[src/logic/sfs_pkg.sv]
// Purpose: Shared constants and types of the supply fault supervisor
// Assumes: 25 MHz core clock; interval counters run on a 1 us tick, input filters on clock cycles
// Notes:   Interval figures are kept in their own units, tick counts derive
package sfs_pkg;

    // Core clock and timebase
    localparam int unsigned CLK_HZ     = 25_000_000;   // Core clock rate
    localparam int unsigned US_PER_S   = 1_000_000;    // Microseconds per second
    localparam int unsigned TICK_CYC   = CLK_HZ / US_PER_S; // Cycles per 1 us tick
    localparam int unsigned TICK_W     = 5;            // Width of tick prescaler

    // Interval figures as printed
    localparam int unsigned BLANK_MS   = 64;           // Start-up blanking
    localparam int unsigned PGOOD_MS   = 250;          // Power-good delay
    localparam int unsigned OFF_US     = 2500;         // Turn-off delay, 2.5 ms
    localparam int unsigned RETRY_S    = 1;            // Bounce retry wait

    // Interval lengths in 1 us ticks
    localparam int unsigned BLANK_TICKS = BLANK_MS * 1000;
    localparam int unsigned PGOOD_TICKS = PGOOD_MS * 1000;
    localparam int unsigned OFF_TICKS   = OFF_US;
    localparam int unsigned RETRY_TICKS = RETRY_S * US_PER_S;

    // Input filter length in clock cycles
    localparam int unsigned DEB_CYC    = 8;

    // Comparator results and request pins, one bit each
    typedef struct packed {
        logic main_overvoltage_trip;    // Any main rail above OV
        logic main_undervoltage_trip;   // Any main rail below UV
        logic aux_overvoltage_trip;     // Aux monitor above OV
        logic aux_undervoltage_trip;    // Aux monitor below UV
        logic supply_overvoltage_trip;  // Chip supply above OV
        logic line_sense_in;            // High: line input valid
        logic supply_on_request;        // High: turn-off request
        logic supply_lockout;           // High: chip supply too low
    } sfs_mon_t;

    localparam int unsigned MON_W = $bits(sfs_mon_t);

    // Filter start values: safe, locked out, off requested
    localparam sfs_mon_t MON_RST = 8'h03;

endpackage : sfs_pkg

[src/logic/sfs_supervisor.sv]
// Purpose: Fault latches, sequencing and power-good of the supply supervisor
// Assumes: All inputs synchronous to i_mclk; comparators already digitised
// Notes:   Every interval timer but the input filters counts one shared 1 us tick; filters count cycles
`timescale 1ns/10ps
module sfs_supervisor
    import sfs_pkg::*;
#(
    parameter int unsigned DEB_LEN   = DEB_CYC,      // Filter length, cycles
    parameter int unsigned BLANK_LEN = BLANK_TICKS,  // Blanking, ticks
    parameter int unsigned PGOOD_LEN = PGOOD_TICKS,  // Power-good delay, ticks
    parameter int unsigned OFF_LEN   = OFF_TICKS,    // Turn-off delay, ticks
    parameter int unsigned RETRY_LEN = RETRY_TICKS   // Bounce wait, ticks
) (
    // Clock and reset
    input  wire logic     i_mclk,
    input  wire logic     i_rst_n,
    // Comparators and requests
    input  wire sfs_mon_t i_mon,
    // Option: high selects bounce mode
    input  wire logic     i_bounce_mode,
    // Converter control
    output logic          o_main_fault_out,
    output logic          o_aux_fault_out,
    output logic          o_aux_loop_pulldown,
    // System status
    output logic          o_power_good_out
);

    // Filter and timebase state
    sfs_mon_t            filt;           // Filtered inputs
    logic [MON_W-1:0]    flip;           // Filter terminal per bit
    logic                live;           // Chip supply valid
    logic [TICK_W-1:0]   tick_cnt;       // Tick prescaler
    logic                tick;           // 1 us strobe
    logic                line_seen;      // Line valid seen once
    logic                aux_blank_done; // Aux blanking over
    logic                main_blank_done;// Main blanking over
    logic                off_done;       // Turn-off delay over
    logic                retry_done;     // Bounce wait over
    logic                pg_done;        // Power-good delay over
    logic                all_good;       // Conditions for power-good
    // Fault latches, detection terms and the main fault source
    logic                ov_latch;       // Main OV
    logic                uv_latch;       // Main UV
    logic                aux_ov_latch;   // Aux OV
    logic                aux_uv_latch;   // Aux UV
    logic                sup_ov_latch;   // Supply OV
    logic                ov_set;         // Main OV detection
    logic                uv_set;         // Main UV detection
    logic                next_main_fault;// Main fault next value

    // Input filtering: a bit flips only after DEB_LEN steady cycles
    genvar gi;
    generate
        for (gi = 0; gi < MON_W; gi++) begin : g_deb
            sfs_timer #(
                .LIMIT (DEB_LEN)
            ) u_deb (
                .i_mclk  (i_mclk),
                .i_rst_n (i_rst_n),
                .i_run   (i_mon[gi] != filt[gi]),
                .i_tick  (1'b1),
                .o_done  (flip[gi])
            );
        end
    endgenerate

    // Filtered value register; a glitch shorter than the filter is lost
    always_ff @(posedge i_mclk or negedge i_rst_n) begin
        if (!i_rst_n) begin
            filt <= MON_RST;
        end else begin
            filt <= filt ^ flip;
        end
    end

    // Supply valid once the filtered lockout has gone
    assign live = !filt.supply_lockout;

    // Single timebase, held in reset by the lockout
    always_ff @(posedge i_mclk or negedge i_rst_n) begin
        if (!i_rst_n) begin
            tick_cnt <= '0;
            tick     <= 1'b0;
        end else if (!live) begin
            tick_cnt <= '0;
            tick     <= 1'b0;
        end else if (tick_cnt == TICK_W'(TICK_CYC - 1)) begin
            tick_cnt <= '0;
            tick     <= 1'b1;
        end else begin
            tick_cnt <= tick_cnt + 1'b1;
            tick     <= 1'b0;
        end
    end

    // Line valid memory: main blanking starts on the first valid report
    always_ff @(posedge i_mclk or negedge i_rst_n) begin
        if (!i_rst_n) begin
            line_seen <= 1'b0;
        end else if (!live) begin
            line_seen <= 1'b0;
        end else if (filt.line_sense_in) begin
            line_seen <= 1'b1;
        end
    end

    // Aux blanking starts as the chip supply becomes valid
    sfs_timer #(
        .LIMIT (BLANK_LEN)
    ) u_aux_blank (
        .i_mclk  (i_mclk),
        .i_rst_n (i_rst_n),
        .i_run   (live),
        .i_tick  (tick),
        .o_done  (aux_blank_done)
    );

    // Main blanking restarts on every converter enable, also after a retry
    sfs_timer #(
        .LIMIT (BLANK_LEN)
    ) u_main_blank (
        .i_mclk  (i_mclk),
        .i_rst_n (i_rst_n),
        .i_run   (live && line_seen && !o_main_fault_out),
        .i_tick  (tick),
        .o_done  (main_blank_done)
    );

    // Turn-off delay runs while the off request stands
    sfs_timer #(
        .LIMIT (OFF_LEN)
    ) u_off (
        .i_mclk  (i_mclk),
        .i_rst_n (i_rst_n),
        .i_run   (live && filt.supply_on_request),
        .i_tick  (tick),
        .o_done  (off_done)
    );

    // Bounce wait runs while a UV fault is held in bounce mode
    sfs_timer #(
        .LIMIT (RETRY_LEN)
    ) u_retry (
        .i_mclk  (i_mclk),
        .i_rst_n (i_rst_n),
        .i_run   (live && uv_latch && i_bounce_mode),
        .i_tick  (tick),
        .o_done  (retry_done)
    );

    // Power-good delay restarts whenever any condition drops
    sfs_timer #(
        .LIMIT (PGOOD_LEN)
    ) u_pgood (
        .i_mclk  (i_mclk),
        .i_rst_n (i_rst_n),
        .i_run   (all_good),
        .i_tick  (tick),
        .o_done  (pg_done)
    );

    // Detection terms; UV needs a valid line and finished blanking
    assign ov_set = filt.main_overvoltage_trip;
    assign uv_set = filt.main_undervoltage_trip && filt.line_sense_in
                    && main_blank_done;

    // Main OV latch: set wins over the clearing request cycle
    always_ff @(posedge i_mclk or negedge i_rst_n) begin
        if (!i_rst_n) begin
            ov_latch <= 1'b0;
        end else if (!live) begin
            ov_latch <= 1'b0;
        end else begin
            ov_latch <= ov_set || (ov_latch && !filt.supply_on_request);
        end
    end

    // Main UV latch: bounce wait or request cycle releases it
    always_ff @(posedge i_mclk or negedge i_rst_n) begin
        if (!i_rst_n) begin
            uv_latch <= 1'b0;
        end else if (!live) begin
            uv_latch <= 1'b0;
        end else begin
            uv_latch <= uv_set || (uv_latch && !retry_done
                        && !filt.supply_on_request);
        end
    end

    // Aux and supply OV latches; only the lockout clears them
    always_ff @(posedge i_mclk or negedge i_rst_n) begin
        if (!i_rst_n) begin
            aux_ov_latch <= 1'b0;
            sup_ov_latch <= 1'b0;
        end else if (!live) begin
            aux_ov_latch <= 1'b0;
            sup_ov_latch <= 1'b0;
        end else begin
            aux_ov_latch <= aux_ov_latch || filt.aux_overvoltage_trip;
            sup_ov_latch <= sup_ov_latch || filt.supply_overvoltage_trip;
        end
    end

    // Aux UV latch, blanked during start-up
    always_ff @(posedge i_mclk or negedge i_rst_n) begin
        if (!i_rst_n) begin
            aux_uv_latch <= 1'b0;
        end else if (!live) begin
            aux_uv_latch <= 1'b0;
        end else if (filt.aux_undervoltage_trip && aux_blank_done) begin
            aux_uv_latch <= 1'b1;
        end
    end

    // Main fault sources
    assign next_main_fault = !live || ov_latch || uv_latch
                             || aux_ov_latch || aux_uv_latch
                             || sup_ov_latch || off_done;

    // Power-good conditions; an off request removes it at once
    assign all_good = live && !filt.supply_on_request
                      && !o_main_fault_out && filt.line_sense_in
                      && !filt.main_undervoltage_trip
                      && !filt.aux_undervoltage_trip;

    // Output flops; reset and lockout give the off levels
    always_ff @(posedge i_mclk or negedge i_rst_n) begin
        if (!i_rst_n) begin
            o_main_fault_out    <= 1'b1;
            o_aux_fault_out     <= 1'b0;
            o_aux_loop_pulldown <= 1'b0;
            o_power_good_out    <= 1'b0;
        end else begin
            o_main_fault_out    <= next_main_fault;
            o_aux_fault_out     <= live && (aux_ov_latch || sup_ov_latch);
            o_aux_loop_pulldown <= live && aux_uv_latch;
            o_power_good_out    <= all_good && pg_done;
        end
    end

    // Checks next to the logic they guard
    // They see registered state, so most allow one edge of output latency
    main_ov_a: assert property (@(posedge i_mclk) disable iff (!i_rst_n)
        (live && filt.main_overvoltage_trip) |=> ##1 o_main_fault_out)
        else $error("main OV did not raise main fault");

    ov_hold_a: assert property (@(posedge i_mclk) disable iff (!i_rst_n)
        (ov_latch && live && !filt.supply_on_request) |=> ov_latch)
        else $error("main OV latch released without request cycle");

    brownout_a: assert property (@(posedge i_mclk) disable iff (!i_rst_n)
        (!filt.line_sense_in && !uv_latch) |=> !uv_latch)
        else $error("UV latched during brownout");

    uv_blank_a: assert property (@(posedge i_mclk) disable iff (!i_rst_n)
        (!main_blank_done && !uv_latch) |=> !uv_latch)
        else $error("UV latched inside blanking");

    retry_rel_a: assert property (@(posedge i_mclk) disable iff (!i_rst_n)
        (uv_latch && retry_done && !uv_set) |=> !uv_latch)
        else $error("bounce wait did not release UV");

    pg_drop_a: assert property (@(posedge i_mclk) disable iff (!i_rst_n)
        filt.supply_on_request |=> !o_power_good_out)
        else $error("power-good stayed high on off request");

    pg_delay_a: assert property (@(posedge i_mclk) disable iff (!i_rst_n)
        $rose(o_power_good_out) |-> $past(pg_done) && $past(all_good))
        else $error("power-good rose before its delay");

    off_delay_a: assert property (@(posedge i_mclk) disable iff (!i_rst_n)
        (live && off_done) |=> o_main_fault_out)
        else $error("turn-off delay did not raise main fault");

    aux_ov_a: assert property (@(posedge i_mclk) disable iff (!i_rst_n)
        (live && filt.aux_overvoltage_trip) |=> ##1 (o_aux_fault_out && o_main_fault_out))
        else $error("aux OV did not latch both faults");

    sup_ov_a: assert property (@(posedge i_mclk) disable iff (!i_rst_n)
        (live && sup_ov_latch) |=> (o_aux_fault_out && o_main_fault_out))
        else $error("supply OV did not latch both faults");

    aux_uv_a: assert property (@(posedge i_mclk) disable iff (!i_rst_n)
        (live && aux_uv_latch) |=> (o_aux_loop_pulldown && o_main_fault_out))
        else $error("aux UV did not pull loop drive low");

    lockout_a: assert property (@(posedge i_mclk) disable iff (!i_rst_n)
        !live |=> (o_main_fault_out && !o_power_good_out && !o_aux_fault_out))
        else $error("outputs not off during lockout");

    lock_clr_a: assert property (@(posedge i_mclk) disable iff (!i_rst_n)
        !live |=> !(ov_latch || uv_latch || aux_ov_latch || sup_ov_latch))
        else $error("lockout did not clear latches");

    tick_rst_a: assert property (@(posedge i_mclk) disable iff (!i_rst_n)
        !live |=> (tick_cnt == '0 && !tick))
        else $error("timebase ran during lockout");

    uv_hold_a: assert property (@(posedge i_mclk) disable iff (!i_rst_n)
        (live && uv_latch && !i_bounce_mode && !filt.supply_on_request) |=> uv_latch)
        else $error("latch-mode UV released without request cycle");

    filt_step_a: assert property (@(posedge i_mclk) disable iff (!i_rst_n)
        (i_mon == filt) |=> (filt == $past(filt)))
        else $error("filtered input moved without a raw change");

    aux_uv_blank_a: assert property (@(posedge i_mclk) disable iff (!i_rst_n)
        (!aux_blank_done && !aux_uv_latch) |=> !aux_uv_latch)
        else $error("aux UV latched inside blanking");

    main_blank_a: assert property (@(posedge i_mclk) disable iff (!i_rst_n)
        !line_seen |=> !main_blank_done)
        else $error("main blanking ended before line was valid");

    aux_blank_a: assert property (@(posedge i_mclk) disable iff (!i_rst_n)
        !live |=> !aux_blank_done)
        else $error("aux blanking ended before supply was valid");

    pg_main_a: assert property (@(posedge i_mclk) disable iff (!i_rst_n)
        o_power_good_out |-> !$past(o_main_fault_out))
        else $error("power-good high while main converter was off");

endmodule : sfs_supervisor

[src/logic/sfs_timer.sv]
// Purpose: Run-gated tick counter with a terminal flag
// Assumes: i_tick is a one-cycle strobe, or tied high to count cycles
// Notes:   Dropping i_run drops o_done at once; the count clears next edge
`timescale 1ns/10ps
module sfs_timer #(
    parameter int unsigned LIMIT = 4,                  // Ticks to terminal
    parameter int unsigned CW    = $clog2(LIMIT + 1)   // Counter width
) (
    // Clock and reset
    input  wire logic i_mclk,
    input  wire logic i_rst_n,
    // Control
    input  wire logic i_run,
    input  wire logic i_tick,
    // Status
    output logic      o_done
);

    logic [CW-1:0] cnt;                                // Elapsed ticks

    // Count while running, hold at terminal
    always_ff @(posedge i_mclk or negedge i_rst_n) begin
        if (!i_rst_n) begin
            cnt <= '0;
        end else if (!i_run) begin
            cnt <= '0;
        end else if (i_tick && !o_done) begin
            cnt <= cnt + 1'b1;
        end
    end

    // Terminal reached; gated by i_run so a stopped timer never shows a stale done
    assign o_done = i_run && (cnt == CW'(LIMIT));

endmodule : sfs_timer

[config.mk]
export PLATFORM = sky130hd
export DESIGN_NAME = sfs_supervisor
export DESIGN_NICKNAME = d
export VERILOG_FILES = /design/src/logic/sfs_pkg.sv /design/src/logic/sfs_supervisor.sv /design/src/logic/sfs_timer.sv
export SDC_FILE = /design/constraint.sdc
export NUM_CORES = 1
export LEC_CHECK = 0
export BUFFER_PORTS_ARGS = -buffer_cell sky130_fd_sc_hd__buf_2
export CORE_MARGIN = 2
export CORE_UTILIZATION = 55
export DETAILED_ROUTE_END_ITERATION = 6
export MAX_ROUTING_LAYER = met4
export PLACE_DENSITY_LB_ADDON = 0.25
export SLEW_MARGIN = 40
export SYNTH_ARGS = -nofsm -noshare
export SYNTH_HDL_FRONTEND = slang
export SYNTH_SLANG_ARGS = --single-unit
[constraint.sdc]
create_clock -name i_mclk -period 2.66 [get_ports i_mclk]
set_input_delay 0.399 -clock i_mclk [delete_from_list [all_inputs] [get_ports i_mclk]]
set_output_delay 0.399 -clock i_mclk [all_outputs]
set_load 0.02 [all_outputs]
==> results.txt, run 1 <==
outcome = finished with violations
failing checks = hold timing
Syn Inst Count = 728
clock buffer depth = 2
CP Depth = 4
setup TNS = 0 ns
max frequency = 0.473 GHz
slowest CP cell = dfrtp_1
Hold-fix buffers, CTS = 0
Num Clock Sinks = 138
post-synth cell types = 48
share of post-route cells with drive strength above 1 = 9.04%
synthesized flop and latch total = 138
antenna viol nets, final = 0
RSZ-0062 raised after global routing = no
Post-CTS Repair Setup Buffers = 0
mean routed wirelength per cell = 14.7 um
Via Count = 5323
max_cap viols = 0
die width = 117 um
Tmin final = 2.11 ns
CP Launch Point = tick$_DFF_PN0_
Pins Over Slew Limit = 0
CTS tree = built
Finished Cell Area = 0.00798 mm^2
Synth top area share = 47.7%
cts bufs inserted = 17
Multi-input gate area = 0.00339 mm^2
path type of the worst setup path = reg -> reg
Power, Total = 6.06 mW
P per Cell Area = 759 mW/mm^2
Final Skew = 0.00791 ns
Synth Cell Area = 0.00708 mm^2
CP Data Required Time = 2.99 ns
Area after DPL = 0.00738 mm^2
Post-Syn Area per Cell = 9.73 um^2
io pins = 15
Tot GR Track Use = 22.0%
Clock Latency Late Sink = 0.42 ns
Post-route DRC = 0
post-synthesis sequential area ratio = 48.8%
post-CTS resize count = 0
commonest non-fill, non-tap cell in the layout = dfrtp_1
Startpoint Class = flip-flop
P&R area growth vs syn = 12.6%
Critical Path AT = 2.44 ns
Synth area leaders = dfrtp_1 48%, ha_1 4.9%, nor2_1 4.9%
DP HPWL = 9.49 mm
clock root buffer = clkbuf_16
Port-buffer cells = 14
die area = 0.0138 mm^2
FF/Latch Area = 0.00346 mm^2
maximum VDD drop = 0.530 mV
core area = 0.0126 mm^2
pin count of the biggest net entering global routing = 71
Slew headroom = 50.6%
share of flip-flops with an asynchronous set or reset = 100%
layout net count = 790
CP bufs+invs = 0
H-tree depth = 4
Starting Density = 56.1%
final setup fails = 0
DRT iter0 DRCs = 309
TritonRoute pass-1 iters = 5
final hold slack = -0.0149 ns
gp weighted congestion = 0.816
CP top delay family = simple AND/OR/NAND/NOR gates
Slew @ Worst Pin = 0.735 ns
HP Class = in -> async
FF-to-FF Start = tick$_DFF_PN0_
Die Y = 117 um
Yosys top cell by area = dfrtp_1
first-pass GRT wire length = 24.2 mm
grt ovf = 0
Final Hold Fails = 26
Pleak = 3.29 nW
WL final = 13.7 mm
CP Capture Type = flip-flop
fin util = 63.2%
Yosys Warn Count = 0
# fillers = 1039
FF-to-FF path depth = 4
most common flop cell mapped by yosys = dfrtp_1
Worst-path clk slew = 0.06 ns
slowest cell delay on critical path = 0.63 ns
cell row count = 41
commonest cells after routing, fill and taps aside = 135 x dfrtp_1, 93 x nor2_1, 46 x nand2_1, 46 x a21oi_1, 45 x inv_1
vias in the first global route = 5329
CP max FO = 14
EDFF count, synth = 0
initial antenna violation count = 1
fin crit share = 79.5%
crit-path cells = nand4_2 > or3_1 > or4_1 > a21oi_1
Vias/cell = 5.69
Post-Syn Nets = 767
through the flow:
step,hold WS (ns),instances,setup slack (ns)
after floorplan,0.103,728,0.824
after global routing,0.0414,936,0.436
after CTS,0.0103,935,0.523
after detailed placement,0.459,904,0.543
final,-0.0149,936,0.545
after global placement,0.451,904,0.592
sequential cells by signal, summed over array words and instances, names as in the netlist, 5 cells and up, named ones only:
| name | cells |
|---|---|
| g_deb.u_deb.cnt | 32 |
| tick_cnt | 5 |
| u_pgood.cnt | 18 |
| u_off.cnt | 12 |
| u_main_blank.cnt | 16 |
| u_retry.cnt | 20 |
| u_aux_blank.cnt | 16 |
logic make-up after synthesis:
kind of cell / Yosys count / synth area share [%]
adder cells (fa/ha/maj): 28 / 4.95
flip-flops: 138 / 48.8
AND/OR/NAND/NOR: 321 / 24.3
XOR/XNOR: 74 / 9.15
multiplexers: 14 / 2.12
AO/OA/AOI/OAI: 91 / 7.36
buffers and inverters: 62 / 3.30
path summary, 6_finish.rpt:
| kind | slack, ns | end |
|---|---|---|
| max reg2reg | 0.55 | u_pgood.cnt[16]$_DFFE_PN0P_ |
| min reg2reg | 0.49 | tick_cnt[0]$_DFF_PN0_ |
| max | 0.55 | u_pgood.cnt[16]$_DFFE_PN0P_ |
| min in group i_mclk | 0.24 | flip-flop |
| min | -0.01 | u_retry.cnt[18]$_DFFE_PN0P_ |
| max in group asynchronous | 1.93 | o_main_fault_out$_DFF_PN1_ |
where the power goes:
group          total, mW  internal (mW)  switching (mW)
Sequential          2.69           2.38           0.303
Combinational      0.989          0.424           0.565
Clock               2.38           1.51           0.873
Total               6.06           4.32            1.74
cell type report:
type | count | area share (%)
repair buffers | 21 | 1.77
flip-flops and latches | 138 | 43.3
clock buffers | 19 | 5.68
multi-input cells | 528 | 42.5
diodes | 1 | 0.0314
inverters | 45 | 2.12
clock inverters | 12 | 1.87
well taps | 172 | 2.70
cells in the mapped netlist (2+ instances only):
master	n
o31ai_1	9
and2_1	2
nor2_1	93
xor2_1	36
ha_1	28
nand4_1	27
mux2_2	8
mux2i_1	6
nor3b_1	2
nand2_1	46
or4_1	11
dfrtp_1	135
and3_1	7
and4_1	15
a21oi_1	46
nand3_1	32
o21ai_0	24
nand2b_1	4
o21a_1	2
xnor2_1	38
buf_1	3
or3_1	21
nor2b_1	4
nor4b_1	5
inv_1	45
nand3b_1	13
nor4_1	13
dfstp_2	3
nor4bb_1	3
nor3_1	15
clkbuf_1	13
a21o_1	2
a2111o_1	2
routing by layer:
| metal | GRT usage, % | wire length, um | vias to the layer above |
|---|---|---|---|
| li1 | - | - | 2600 |
| met1 | 27.3 | 6240 | 2611 |
| met2 | 36.1 | 6830 | 101 |
| met3 | 4.80 | 523 | 11 |
| met4 | 7.61 | 129 | 0 |
| met5 | - | 0 | - |
(Power assumes the default switching activity.)
==> inputs of run 2 (changes only) <==
- clock period: 2.66 -> 2.2 ns (I/O delays scaled with it)
==> results.txt, run 2 (synthesis results as in run 1) <==
Pleak = 3.33 nW
Pins Over Slew Limit = 0
final setup fails = 0
max frequency = 0.497 GHz
max_cap viols = 0
HP Class = in -> reg
Tmin final = 2.01 ns
clock buffer depth = 2
final hold slack = 0.172 ns
Tot GR Track Use = 23.0%
Num Clock Sinks = 138
die area = 0.0138 mm^2
biggest regs = g_deb.u_deb.cnt (32), u_retry.cnt (20), u_pgood.cnt (18)
mean routed wirelength per cell = 15.1 um
Post-CTS Repair Setup Buffers = 0
commonest non-fill, non-tap cell in the layout = dfrtp_1
CP max FO = 5
grt ovf = 0
fin util = 63.9%
Final Hold Fails = 0
Post-route DRC = 0
Via Count = 5456
met3 usage = 5.18%
ANT cells = 0
Area after DPL = 0.00746 mm^2
io pins = 15
Starting Density = 56.1%
core area = 0.0126 mm^2
outcome = complete, no violations
DP HPWL = 9.86 mm
# fillers = 1057
pin count of the biggest net entering global routing = 55
Largest Register = g_deb.u_deb.cnt
clock root buffer = clkbuf_16
cell row count = 41
Final Skew = 0.00928 ns
DRT iter0 DRCs = 352
Critical Path AT = 2.30 ns
first-pass GRT wire length = 25.4 mm
CP Capture Type = flip-flop
setup TNS = 0 ns
Vias/cell = 5.77
fin crit share = 91.4%
layout net count = 800
Port-buffer cells = 14
CTS tree = built
share of post-route cells with drive strength above 1 = 9.96%
P&R area growth vs syn = 13.8%
P per Cell Area = 914 mW/mm^2
GR peak layer = met2
Worst-path clk slew = 0.06 ns
Startpoint Class = flip-flop
Finished Cell Area = 0.00806 mm^2
commonest cells after routing, fill and taps aside = 135 x dfrtp_1, 93 x nor2_1, 46 x nand2_1, 46 x a21oi_1, 45 x inv_1
WL final = 14.3 mm
Slew @ Worst Pin = 0.556 ns
met1 Track Usage GR = 27.8%
antenna viol nets, final = 0
TritonRoute pass-1 iters = 7
vias in the first global route = 5668
Slew headroom = 62.8%
maximum VDD drop = 0.647 mV
Die Y = 117 um
Final WS setup = 0.190 ns
gp weighted congestion = 0.878
max reg flops = 32
H-tree depth = 4
met2 Use GR = 38.3%
cts bufs inserted = 17
RSZ-0062 raised after global routing = no
initial antenna violation count = 0
CP Data Required Time = 2.49 ns
Post-Place Setup Slack = 0.214 ns
Clock Latency Late Sink = 0.42 ns
die width = 117 um
path type of the worst setup path = reg -> reg
[run 2: power breakdown]
part | total, mW | internal, mW | switching [mW]
Sequential | 3.24 | 2.88 | 0.363
Combinational | 1.25 | 0.554 | 0.699
Clock | 2.87 | 1.79 | 1.08
[run 2: per-layer routing]
layer	routed length, um	up-vias
met4	199	0
met1	6280	2693
li1	-	2616
met5	0	-
met2	7220	124
met3	550	23
[run 2: repair_timing]
action                                 4_1_cts  5_1_grt
setup endpoints to repair                    0        0
endpoints found under the hold margin       49        0
hold buffers                                 1        0
gates resized for setup                      0        0
[run 2: worst max-delay path, stage by stage (launching register included)]
cell and delay, ns:
dfrtp_1 0.40, or4b_2 0.69, nor4_2 0.44, a21oi_1 0.19, mux2i_1 0.15
[run 2: path summary, 6_finish.rpt]
check,from,to,slack (ns),depth (start not counted)
max,u_main_blank.cnt[8]$_DFFE_PN0P_,u_main_blank.cnt[1]$_DFFE_PN0P_,0.19,4
min,i_mon[7],flip-flop,0.17,2
max reg2reg,u_main_blank.cnt[8]$_DFFE_PN0P_,u_main_blank.cnt[1]$_DFFE_PN0P_,0.19,4
min reg2reg,aux_uv_latch$_DFFE_PN0P_,o_main_fault_out$_DFF_PN1_,0.50,2
max in group asynchronous,i_rst_n,u_main_blank.cnt[10]$_DFFE_PN0P_,1.12,3
min in group asynchronous,i_rst_n,u_retry.cnt[18]$_DFFE_PN0P_,0.44,2
[run 2: per-stage QoR]
stage               power (mW)  std cells
floorplan                 4.08        728
global route              7.78        945
finish                    7.37        945
detailed placement        4.53        913
global placement          4.42        913
CTS                       7.44        945
[run 2: final cells by class]
class,count,area [um^2],area share [%]
flip-flops and latches,138,3460,42.9
inverters,45,169,2.10
clock buffers,22,484,6.01
clock inverters,9,110,1.37
repair buffers,31,231,2.87
multi-input cells,528,3390,42.1
well taps,172,215,2.67
==> inputs of run 3 (changes only) <==
- RECOVER_POWER: default -> 100
==> results.txt, run 3 (synthesis results as in run 1) <==
die area = 0.0138 mm^2
min-delay src = i_mon[7]
max frequency = 0.495 GHz
CP Data Required Time = 2.49 ns
fin crit share = 91.9%
Clock Latency Late Sink = 0.42 ns
Area after DPL = 0.00746 mm^2
io pins = 15
crit-path cells = clkbuf_1 > or3_1 > clkbuf_2 > nor2_1
CP max FO = 11
final hold slack = 0.172 ns
first-pass GRT wire length = 25.4 mm
Slew headroom = 8.01%
ANT cells = 0
max_cap viols = 0
Post-Place Setup Slack = 0.214 ns
commonest non-fill, non-tap cell in the layout = dfrtp_1
grt ovf = 0
core area = 0.0126 mm^2
cts bufs inserted = 17
pin count of the biggest net entering global routing = 55
H-tree depth = 4
Final WS setup = 0.178 ns
Slew @ Worst Pin = 1.38 ns
Port-buffer cells = 14
vias in the first global route = 5668
path type of the worst setup path = reg -> reg
fin cells = 945
commonest cells after routing, fill and taps aside = 135 x dfrtp_1, 93 x nor2_1, 46 x nand2_1, 46 x a21oi_1, 45 x inv_1
clock root buffer = clkbuf_16
WL final = 14.3 mm
slowest CP cell = dfstp_1
fin util = 63.6%
mean routed wirelength per cell = 15.1 um
Vias/cell = 5.77
HP Class = in -> reg
Die Y = 117 um
P&R area growth vs syn = 13.4%
Worst-path clk slew = 0.06 ns
Post-route DRC = 0
Post-CTS Repair Setup Buffers = 0
biggest regs = g_deb.u_deb.cnt (32), u_retry.cnt (20), u_pgood.cnt (18)
DRT iter0 DRCs = 401
antenna viol nets, final = 0
clock buffer depth = 2
worst r2r dst = u_pgood.cnt[7]$_DFFE_PN0P_
Power, Total = 7.33 mW
Final Skew = 0.0103 ns
Tot GR Track Use = 23.0%
layout net count = 800
placed cells = 913
Num Clock Sinks = 138
TritonRoute pass-1 iters = 5
Pins Over Slew Limit = 0
cell row count = 41
die width = 117 um
CTS tree = built
Largest Register = g_deb.u_deb.cnt
gp weighted congestion = 0.878
Finished Cell Area = 0.00803 mm^2
slowest cell delay on critical path = 0.78 ns
max reg flops = 32
FF-to-FF path depth = 4
Critical Path AT = 2.31 ns
Tmin final = 2.02 ns
share of post-route cells with drive strength above 1 = 8.54%
Starting Density = 56.1%
P per Cell Area = 913 mW/mm^2
outcome = complete, no violations
maximum VDD drop = 0.647 mV
RSZ-0062 raised after global routing = no
Via Count = 5449
DP HPWL = 9.86 mm
FF-to-FF setup slack = 0.18 ns
Final Hold Fails = 0
Startpoint Class = flip-flop
Pleak = 3.30 nW
setup TNS = 0 ns
initial antenna violation count = 0
final setup fails = 0
CP Capture Type = flip-flop
WHS Path Cells = 2
run 3: cell types whose count changed in the layout (fill, tap and decap cells not counted):
| cell | previous run | this run |
|---|---|---|
| buf_2 | 13 | 9 |
| dfstp_2 | 3 | 1 |
| and2_1 | 2 | 1 |
| clkbuf_2 | 0 | 2 |
| buf_4 | 14 | 9 |
| buf_6 | 1 | 0 |
| and2_0 | 0 | 1 |
| dfstp_1 | 0 | 2 |
| clkbuf_1 | 1 | 9 |
| mux2_2 | 8 | 7 |
| mux2_1 | 0 | 1 |
run 3: worst max-delay path by stage:
stage / start / end / slack [ns] / cells past startpoint
after floorplan: u_main_blank.cnt[8]$_DFFE_PN0P_ / u_main_blank.cnt[0]$_DFFE_PN0P_ / 0.36 / 4
after global placement: u_main_blank.cnt[8]$_DFFE_PN0P_ / u_main_blank.cnt[1]$_DFFE_PN0P_ / 0.25 / 4
after detailed placement: u_main_blank.cnt[8]$_DFFE_PN0P_ / u_main_blank.cnt[1]$_DFFE_PN0P_ / 0.21 / 4
after CTS: u_main_blank.cnt[8]$_DFFE_PN0P_ / u_main_blank.cnt[1]$_DFFE_PN0P_ / 0.20 / 4
after global routing: flip-flop / u_pgood.cnt[7]$_DFFE_PN0P_ / 0.07 / 4
final: flip-flop / u_pgood.cnt[7]$_DFFE_PN0P_ / 0.18 / 4
run 3: power by group:
part	switching [mW]	total, mW	internal, mW
combinational	0.700	1.23	0.528
sequential	0.363	3.24	2.87
clock	1.08	2.87	1.79
run 3: final cells by class:
| cell class | instances | area, um^2 |
|---|---|---|
| clock buffer | 22 | 484 |
| clock inverter | 9 | 110 |
| fill | 1068 | 4590 |
| inverter | 45 | 169 |
| multi-input combinational | 528 | 3390 |
| sequential | 138 | 3460 |
| tap | 172 | 215 |
| timing repair buffer | 31 | 203 |
run 3: layer usage:
metal / vias to the layer above / track usage [%] / wire (um)
li1: 2619 / - / -
met2: 111 / 38.3 / 7230
met3: 22 / 5.18 / 534
met5: - / - / 0
met4: 0 / 7.91 / 211
met1: 2697 / 27.8 / 6290
run 3: worst max-delay path, delay by kind of cell, from the launching register on:
kind | cells | cell delay [ns]
flops | 1 | 0.78
simple gates | 2 | 0.43
buf+inv | 2 | 0.68
run 3: what timing repair did:
item	in CTS	in global routing
hold buffers	1	0
gates resized for setup	0	0
endpoints found under the hold margin	49	0
